**config.mk**
```make
export PLATFORM = sky130hd
export DESIGN_NAME = uep_host
export DESIGN_NICKNAME = d
export VERILOG_FILES = /design/src/uep_pkg.sv /design/src/uep_host.sv /design/src/uep_timer.sv
export VERILOG_INCLUDE_DIRS = /design/src
export SDC_FILE = /design/constraint.sdc
export NUM_CORES = 1
export LEC_CHECK = 0
export ABC_CLOCK_PERIOD_IN_PS = 4650
export BUFFER_PORTS_ARGS = -buffer_cell sky130_fd_sc_hd__buf_2
export CAP_MARGIN = 20
export CORE_MARGIN = 8
export CORE_UTILIZATION = 30
export DETAILED_ROUTE_END_ITERATION = 7
export SKIP_LAST_GASP = 1
export SLEW_MARGIN = 20
export SYNTH_ARGS = -nofsm -noshare
export SYNTH_HDL_FRONTEND = slang
export SYNTH_SLANG_ARGS = --single-unit
```
**constraint.sdc**
```tcl
create_clock -name I_SYS_CLK -period 4.65 [get_ports I_SYS_CLK]
set_clock_uncertainty 0.1 [all_clocks]
set_input_delay 0.2325 -clock I_SYS_CLK [delete_from_list [all_inputs] [get_ports I_SYS_CLK]]
set_output_delay 0.2325 -clock I_SYS_CLK [all_outputs]
set_load 0.1 [all_outputs]
```
**src/uep_consts.svh**
```systemverilog
`ifndef UEP_CONSTS_SVH
`define UEP_CONSTS_SVH

// Bus widths of the memory port
`define UEP_ADDR_W 12
`define UEP_DATA_W 8

// Controller clock period
`define UEP_CLK_NS 100

// Device timing, each in its own unit
`define UEP_ACCESS_NS 550
`define UEP_RELEASE_NS 130
`define UEP_VERIFY_US 1
`define UEP_SETUP_US 2
`define UEP_HOLD_US 2
`define UEP_RECOVERY_US 2
`define UEP_PULSE_MS 50

// Unit scales and extra cycles for the two-stage data synchroniser
`define UEP_NS_PER_US 1000
`define UEP_NS_PER_MS 1000000
`define UEP_SYNC_CYC 3

// Least time in ns to whole clock cycles, rounded up
`define UEP_CEIL_CYC(ns) (((ns) + `UEP_CLK_NS - 1) / `UEP_CLK_NS)

`endif

```
**src/uep_pkg.sv**
```systemverilog
package uep_pkg;

  // Sequencer states
  typedef enum logic [3:0] {
    ST_IDLE     = 4'h0,
    ST_READ_ACC = 4'h1,
    ST_PRG_SET  = 4'h2,
    ST_PRG_PLS  = 4'h3,
    ST_PRG_HOLD = 4'h4,
    ST_PRG_REC  = 4'h5,
    ST_VFY_ACC  = 4'h6,
    ST_RELEASE  = 4'h7
  } uep_state_t;

  // User commands
  typedef enum logic [1:0] {
    CMD_READ    = 2'h0,
    CMD_PROGRAM = 2'h1,
    CMD_VERIFY  = 2'h2
  } uep_cmd_t;

endpackage

```
**src/uep_host.sv**
```systemverilog
`timescale 1ns/1ns
`include "uep_consts.svh"

module uep_host import uep_pkg::*; #(
  parameter int NUM_DEV = 1,
  parameter int DSEL_W = 1,
  parameter int ACCESS_NS = `UEP_ACCESS_NS,
  parameter int PULSE_CYC = (`UEP_PULSE_MS * `UEP_NS_PER_MS) / `UEP_CLK_NS,
  parameter int CNT_W = 20
) (
  input wire logic I_SYS_CLK,
  input wire logic I_RESET,
  input wire logic I_CMD_VALID,
  input wire logic [1:0] I_CMD,
  input wire logic [`UEP_ADDR_W-1:0] I_ADDR,
  input wire logic [`UEP_DATA_W-1:0] I_WDATA,
  input wire logic [DSEL_W-1:0] I_DEV_SEL,
  output logic O_CMD_READY,
  output logic O_DONE,
  output logic [`UEP_DATA_W-1:0] O_RDATA,
  output logic O_VERIFY_OK,
  output logic [`UEP_ADDR_W-1:0] O_WORD_SELECT_LINES,
  output logic [NUM_DEV-1:0] O_SELECT_N,
  output logic O_GATE_N,
  output logic O_VPP_EN,
  input wire logic [`UEP_DATA_W-1:0] I_BYTE_OUTPUTS,
  output logic [`UEP_DATA_W-1:0] O_BYTE_OUTPUTS,
  output logic O_BYTE_OUTPUTS_OE
);

  // Dwell counts derived from the printed times
  localparam int ACC_CYC = `UEP_CEIL_CYC(ACCESS_NS);
  localparam int REL_CYC = `UEP_CEIL_CYC(`UEP_RELEASE_NS);
  localparam int DV_CYC = `UEP_CEIL_CYC(`UEP_VERIFY_US * `UEP_NS_PER_US);
  localparam int SETUP_CYC = `UEP_CEIL_CYC(`UEP_SETUP_US * `UEP_NS_PER_US);
  localparam int HOLD_CYC = `UEP_CEIL_CYC(`UEP_HOLD_US * `UEP_NS_PER_US);
  localparam int REC_CYC = `UEP_CEIL_CYC(`UEP_RECOVERY_US * `UEP_NS_PER_US);

  // Refuse settings the counters and the device select width cannot serve
  if (PULSE_CYC < 1 || PULSE_CYC >= (1 << CNT_W)) begin : g_bad_pulse
    $error("PULSE_CYC does not fit the timer");
  end
  if (NUM_DEV < 1 || NUM_DEV > (1 << DSEL_W)) begin : g_bad_dev
    $error("NUM_DEV does not fit DSEL_W");
  end
  if (ACCESS_NS < 1 || ACC_CYC + `UEP_SYNC_CYC > 250) begin : g_bad_acc
    $error("ACCESS_NS out of range");
  end

  function automatic logic [CNT_W-1:0] dwell(input int cyc);
    return CNT_W'(cyc - 1);
  endfunction

  uep_state_t state_reg;
  uep_state_t state_next;
  logic tmr_load;
  logic [CNT_W-1:0] tmr_val;
  logic tmr_zero;
  logic take;
  logic cmd_legal;
  logic samp;
  logic [`UEP_ADDR_W-1:0] addr_reg;
  logic [`UEP_DATA_W-1:0] wdata_reg;
  logic [DSEL_W-1:0] dev_reg;
  logic [`UEP_ADDR_W-1:0] cur_addr;
  logic [`UEP_DATA_W-1:0] cur_wdata;
  logic [DSEL_W-1:0] cur_dev;
  logic [`UEP_DATA_W-1:0] din_s1_reg;
  logic [`UEP_DATA_W-1:0] din_s2_reg;

  uep_timer #(.CNT_W(CNT_W)) u_timer (
    .i_clk(I_SYS_CLK),
    .i_reset(I_RESET),
    .i_load(tmr_load),
    .i_load_val(tmr_val),
    .o_zero(tmr_zero)
  );

  // Command acceptance; reserved code and absent devices dropped silently
  // Without the device check the shared strobe could fall with no select low
  assign cmd_legal = ((I_CMD == CMD_READ) || (I_CMD == CMD_PROGRAM) || (I_CMD == CMD_VERIFY)) &&
                     (int'(I_DEV_SEL) < NUM_DEV);
  assign take = I_CMD_VALID && O_CMD_READY && cmd_legal;
  assign cur_addr = take ? I_ADDR : addr_reg;
  assign cur_wdata = take ? I_WDATA : wdata_reg;
  assign cur_dev = take ? I_DEV_SEL : dev_reg;
  assign samp = tmr_zero && (state_reg == ST_READ_ACC || state_reg == ST_VFY_ACC);

  // Sequencer next state and timer loads
  always_comb begin
    state_next = state_reg;
    tmr_load = 1'b0;
    tmr_val = '0;
    unique case (state_reg)
      ST_IDLE: begin
        if (take) begin
          tmr_load = 1'b1;
          if (I_CMD == CMD_READ) begin
            state_next = ST_READ_ACC;
            tmr_val = dwell(ACC_CYC + `UEP_SYNC_CYC);
          end else if (I_CMD == CMD_PROGRAM) begin
            state_next = ST_PRG_SET;
            tmr_val = dwell(SETUP_CYC);
          end else begin
            state_next = ST_VFY_ACC;
            tmr_val = dwell(DV_CYC + `UEP_SYNC_CYC);
          end
        end
      end
      ST_READ_ACC, ST_VFY_ACC: begin
        if (tmr_zero) begin
          state_next = ST_RELEASE;
          tmr_load = 1'b1;
          tmr_val = dwell(REL_CYC);
        end
      end
      ST_PRG_SET: begin
        if (tmr_zero) begin
          state_next = ST_PRG_PLS;
          tmr_load = 1'b1;
          tmr_val = dwell(PULSE_CYC);
        end
      end
      ST_PRG_PLS: begin
        if (tmr_zero) begin
          state_next = ST_PRG_HOLD;
          tmr_load = 1'b1;
          tmr_val = dwell(HOLD_CYC);
        end
      end
      ST_PRG_HOLD: begin
        if (tmr_zero) begin
          state_next = ST_PRG_REC;
          tmr_load = 1'b1;
          tmr_val = dwell(REC_CYC);
        end
      end
      ST_PRG_REC: begin
        if (tmr_zero) begin
          state_next = ST_VFY_ACC;
          tmr_load = 1'b1;
          tmr_val = dwell(DV_CYC + `UEP_SYNC_CYC);
        end
      end
      ST_RELEASE: begin
        if (tmr_zero) begin
          state_next = ST_IDLE;
        end
      end
      default: begin
        state_next = ST_IDLE;
      end
    endcase
  end

  always_ff @(posedge I_SYS_CLK) begin
    if (I_RESET) begin
      state_reg <= ST_IDLE;
    end else begin
      state_reg <= state_next;
    end
  end

  // Request capture, held for the whole access
  always_ff @(posedge I_SYS_CLK) begin
    if (I_RESET) begin
      addr_reg <= '0;
      wdata_reg <= '0;
      dev_reg <= '0;
    end else if (take) begin
      addr_reg <= I_ADDR;
      wdata_reg <= I_WDATA;
      dev_reg <= I_DEV_SEL;
    end
  end

  // Pin drive follows the next state so pins and state change together
  always_ff @(posedge I_SYS_CLK) begin
    if (I_RESET) begin
      O_SELECT_N <= '1;
      O_GATE_N <= 1'b1;
      O_VPP_EN <= 1'b0;
      O_BYTE_OUTPUTS_OE <= 1'b0;
      O_BYTE_OUTPUTS <= '0;
      O_WORD_SELECT_LINES <= '0;
      O_CMD_READY <= 1'b0;
    end else begin
      for (int i = 0; i < NUM_DEV; i++) begin
        // Only the addressed device leaves standby; others stay inhibited
        O_SELECT_N[i] <= !(cur_dev == DSEL_W'(i) && (state_next == ST_READ_ACC ||
                           state_next == ST_VFY_ACC || state_next == ST_PRG_PLS));
      end
      // Shared strobe low only for read and verify
      O_GATE_N <= !(state_next == ST_READ_ACC || state_next == ST_VFY_ACC);
      // High voltage spans setup, pulse and hold only
      O_VPP_EN <= (state_next == ST_PRG_SET || state_next == ST_PRG_PLS || state_next == ST_PRG_HOLD);
      // Drive data only while the device output gate is high, so no contention
      O_BYTE_OUTPUTS_OE <= (state_next == ST_PRG_SET || state_next == ST_PRG_PLS ||
                            state_next == ST_PRG_HOLD);
      O_BYTE_OUTPUTS <= cur_wdata;
      O_WORD_SELECT_LINES <= cur_addr;
      O_CMD_READY <= (state_next == ST_IDLE);
    end
  end

  // Data pins come from outside the clock domain
  always_ff @(posedge I_SYS_CLK) begin
    if (I_RESET) begin
      din_s1_reg <= '0;
      din_s2_reg <= '0;
    end else begin
      din_s1_reg <= I_BYTE_OUTPUTS;
      din_s2_reg <= din_s1_reg;
    end
  end

  // Results; verify compares with the captured byte
  always_ff @(posedge I_SYS_CLK) begin
    if (I_RESET) begin
      O_RDATA <= '0;
      O_VERIFY_OK <= 1'b0;
      O_DONE <= 1'b0;
    end else begin
      O_DONE <= (state_reg == ST_RELEASE) && tmr_zero;
      if (samp) begin
        O_RDATA <= din_s2_reg;
      end
      if (samp && state_reg == ST_VFY_ACC) begin
        O_VERIFY_OK <= (din_s2_reg == wdata_reg);
      end
    end
  end

  // Helper counters read only by the checks below
  logic any_sel;
  logic [CNT_W-1:0] pulse_cnt;
  logic [7:0] low_cnt;
  assign any_sel = ~&O_SELECT_N;
  always_ff @(posedge I_SYS_CLK) begin
    if (I_RESET) begin
      pulse_cnt <= '0;
      low_cnt <= '0;
    end else begin
      pulse_cnt <= (any_sel && O_VPP_EN) ? pulse_cnt + 1'b1 : '0;
      if (any_sel && !O_GATE_N) begin
        low_cnt <= (low_cnt == 8'hFF) ? low_cnt : low_cnt + 1'b1;
      end else begin
        low_cnt <= '0;
      end
    end
  end
endmodule

```
**src/uep_timer.sv**
```systemverilog
`timescale 1ns/1ns
`include "uep_consts.svh"

module uep_timer import uep_pkg::*; #(
  parameter int CNT_W = 20
) (
  input wire logic i_clk,
  input wire logic i_reset,
  input wire logic i_load,
  input wire logic [CNT_W-1:0] i_load_val,
  output logic o_zero
);

  logic [CNT_W-1:0] cnt_reg;

  // Down counter; a load of N-1 gives a dwell of N cycles
  always_ff @(posedge i_clk) begin
    if (i_reset) begin
      cnt_reg <= '0;
    end else if (i_load) begin
      cnt_reg <= i_load_val;
    end else if (cnt_reg != '0) begin
      cnt_reg <= cnt_reg - 1'b1;
    end
  end

  assign o_zero = (cnt_reg == '0);

endmodule

```
==> flow_metrics.py <==
metrics = {
    "min_path": {
        "worst_hold_startpoint": "I_WDATA[5]",
        "holdCritPathClass": "in -> reg",
    },
    "critical_path": {
        "cp.arrival_ns": 2.78,
        "worstPathMaxFanout": 9,
        "critical_path_class": "reg -> reg",
        "critPathLaunch": "u_timer.cnt_reg[0]",
        "r2r_slack_ns": 1.98,
        "r2r-start": "u_timer.cnt_reg[0]",
        "worstPathRequired_ns": 4.76,
        "start_kind": "flip-flop",
        "critPathCaptureType": "flip-flop",
    },
    "global_routing": {
        "grt_pass1_wl_mm": 13.5,
        "grt.met1_usage_pct": 14.5,
        "antenna_found_initial": 1,
        "top_usage_layer": "met2",
        "grt_pass1_vias": 2789,
        "grt_max_degree": 57,
        "track_usage_pct": 11.6,
        "grt_use_met3_pct": 4.00,
        "grt.overflow.total": 0,
        "grtUsageMet2_pct": 17.8,
    },
    "cts": {
        "path_clk_slew_ns": 0.09,
        "clk_path_buf_depth": 2,
        "cts-root-buf": "clkbuf_8",
        "cts.sink_count": 75,
        "cts_buffers": 9,
        "htree_levels": 3,
        "cts_resized": 0,
        "clk_latency_ns": 0.35,
        "cts_tree": "yes",
    },
    "logic_synthesis": {
        "synthTopCellsByCount": "dfxtp_1 (75), nand2_1 (53), nor2_1 (38)",
        "synth_area_um2": 3160,
        "synth_edf_count": 0,
        "synthesis.nets": 397,
        "synth_area_leaders": "dfxtp_1 (47%), nand2_1 (6.3%), a21oi_1 (5.5%)",
        "netlist.area_leader.share_pct": 47.5,
        "synth_largest_area_cell": "dfxtp_1",
        "ys_async_sr_fraction_pct": 0,
        "synth_most_common_cell": "dfxtp_1",
        "yosys.cell_types.count": 57,
        "ys_warn_count": 0,
        "postSynthAreaPerCell_um2": 8.73,
        "synth_seq_cells": 75,
        "yosys_most_used_dff": "dfxtp_1",
        "yosysSeqAreaShare_pct": 47.5,
        "synthCells": 362,
    },
    "power": {
        "powerDensity_nw_per_um2": 508,
        "power.total_mw": 2.00,
        "leakage_nw": 1.64,
        "peakVddDrop_v": 0.000199,
    },
    "finish": {
        "diodes": 0,
        "utilization_pct": 38.4,
        "nets": 474,
        "syn_to_final_growth_pct": 24.7,
        "largest_register_ffs": 20,
        "drive_gt1_share_pct": 22.3,
        "final_cells": 580,
    },
    "sta": {
        "setup-tns-final_ns": 0,
        "rsz0062_at_grt": "false",
        "worst-slew-pin-transition_ns": 1.03,
        "relSlewSlack_pct": 31.3,
        "final-setup-viol-count": 0,
        "fmaxAchievable_mhz": 375,
        "hold_viol_final": 0,
        "period_share_pct": 57.3,
        "finalMaxSlewViolations": 0,
        "period_needed_ns": 2.67,
    },
    "floorplan": {
        "ioPinCount": 69,
        "die_w_um": 119,
        "start_util_pct": 30.8,
        "dieArea_um2": 14100,
        "fp-row-count": 37,
        "fp.coreArea_um2": 10300,
        "die_h_um": 119,
    },
    "place": {
        "placed_cells": 551,
        "hpwlAfterDp_mm": 5.75,
        "io_buffers": 68,
        "place.gp.congestion": 0.871,
    },
    "job": {
        "maxCapViolCount": 0,
    },
    "routing": {
        "dr.pass1.iters": 4,
        "wl_per_cell_um": 14.1,
        "ant_nets": 0,
        "dr_total_vias": 2782,
        "vias_per_cell": 4.80,
        "drt_iter0_markers": 146,
        "drc": 0,
        "wirelength_mm": 8.17,
    },
    "outcome": {
        "status": "finished clean",
    },
}
-- logic make-up (layout without fill, tap and decap cells) --
kind of cell	count (synthesis)	count (layout)	synth area share, %
AOI/OAI and AO/OA	71	71	14.6
xor gates and xnor gates	19	19	5.26
adders and majority gates	1	1	0.396
buffers and inverters	23	105	3.09
DFF	75	75	47.5
muxes	10	10	3.21
other	1	1	0.119
and+or+nand+nor	162	162	25.9
-- metal layers --
| layer | part of all wire, % | vias up |
|---|---|---|
| met5 | 0.098 | - |
| met4 | 1.4 | 2 |
| met3 | 7.3 | 13 |
| met2 | 46 | 94 |
| met1 | 45 | 1260 |
| li1 | - | 1413 |
-- per-stage QoR --
step | worst slack, ns | hold slack (ns) | cell area [um^2]
final | 1.98 | 0.0227 | 3940
after global routing | 1.82 | 0.0118 | 3940
after CTS | 1.96 | 0.00217 | 3930
after detailed placement | 1.98 | 0.323 | 3610
after global placement | 2.09 | 0.317 | 3610
after floorplan | 2.24 | 0.261 | 3160
-- critical path: stages (launching register included) --
cell and delay, ns:
dfxtp_1 0.37, inv_1 0.08, ha_1 0.20, nor4b_4 0.43, nand2_2 0.09, or3_4 0.40, or3_1 0.56, mux2i_1 0.25
nor2_1 0.05
-- cell type report --
| type | count | area (um^2) |
|---|---|---|
| Fill cell | 1061 | 6330 |
| Tap cell | 136 | 170 |
| Timing Repair Buffer | 81 | 470 |
| Multi-Input combinational cell | 264 | 1570 |
| Clock inverter | 7 | 80.1 |
| Inverter | 8 | 30.0 |
| Sequential cell | 75 | 1500 |
| Clock buffer | 9 | 124 |
-- cell usage in the layout (no fill, tap or decap), types with 9 or more instances in the layout --
master	count
o21ai_0	11
dlygate4sd3_1	13
a21oi_1	34
mux2i_1	9
xnor2_1	13
clkbuf_8	9
nor3_1	13
dfxtp_1	75
nand2_1	53
buf_2	68
nor2b_1	16
nor2_1	38
-- power by group --
group          total, mW  switching (mW)  internal [mW]
logic              0.675           0.418          0.257
registers          0.808          0.0871          0.721
clock network      0.519           0.264          0.255
total               2.00           0.768           1.23
-- repair_timing --
item / CTS / global route
hold buffers: 12 / 1
setup buffers: 0 / 0
hold endpoints to repair: 12 / 1
-- final timing paths --
kind | end | cells after the start
worst max-delay path | O_RDATA[6] | 8
worst min-delay path | O_BYTE_OUTPUTS[5] | 3
worst max register to register | O_RDATA[6] | 8
worst min register to register | din_s2_reg[4] | 1
(Power assumes the default switching activity.)
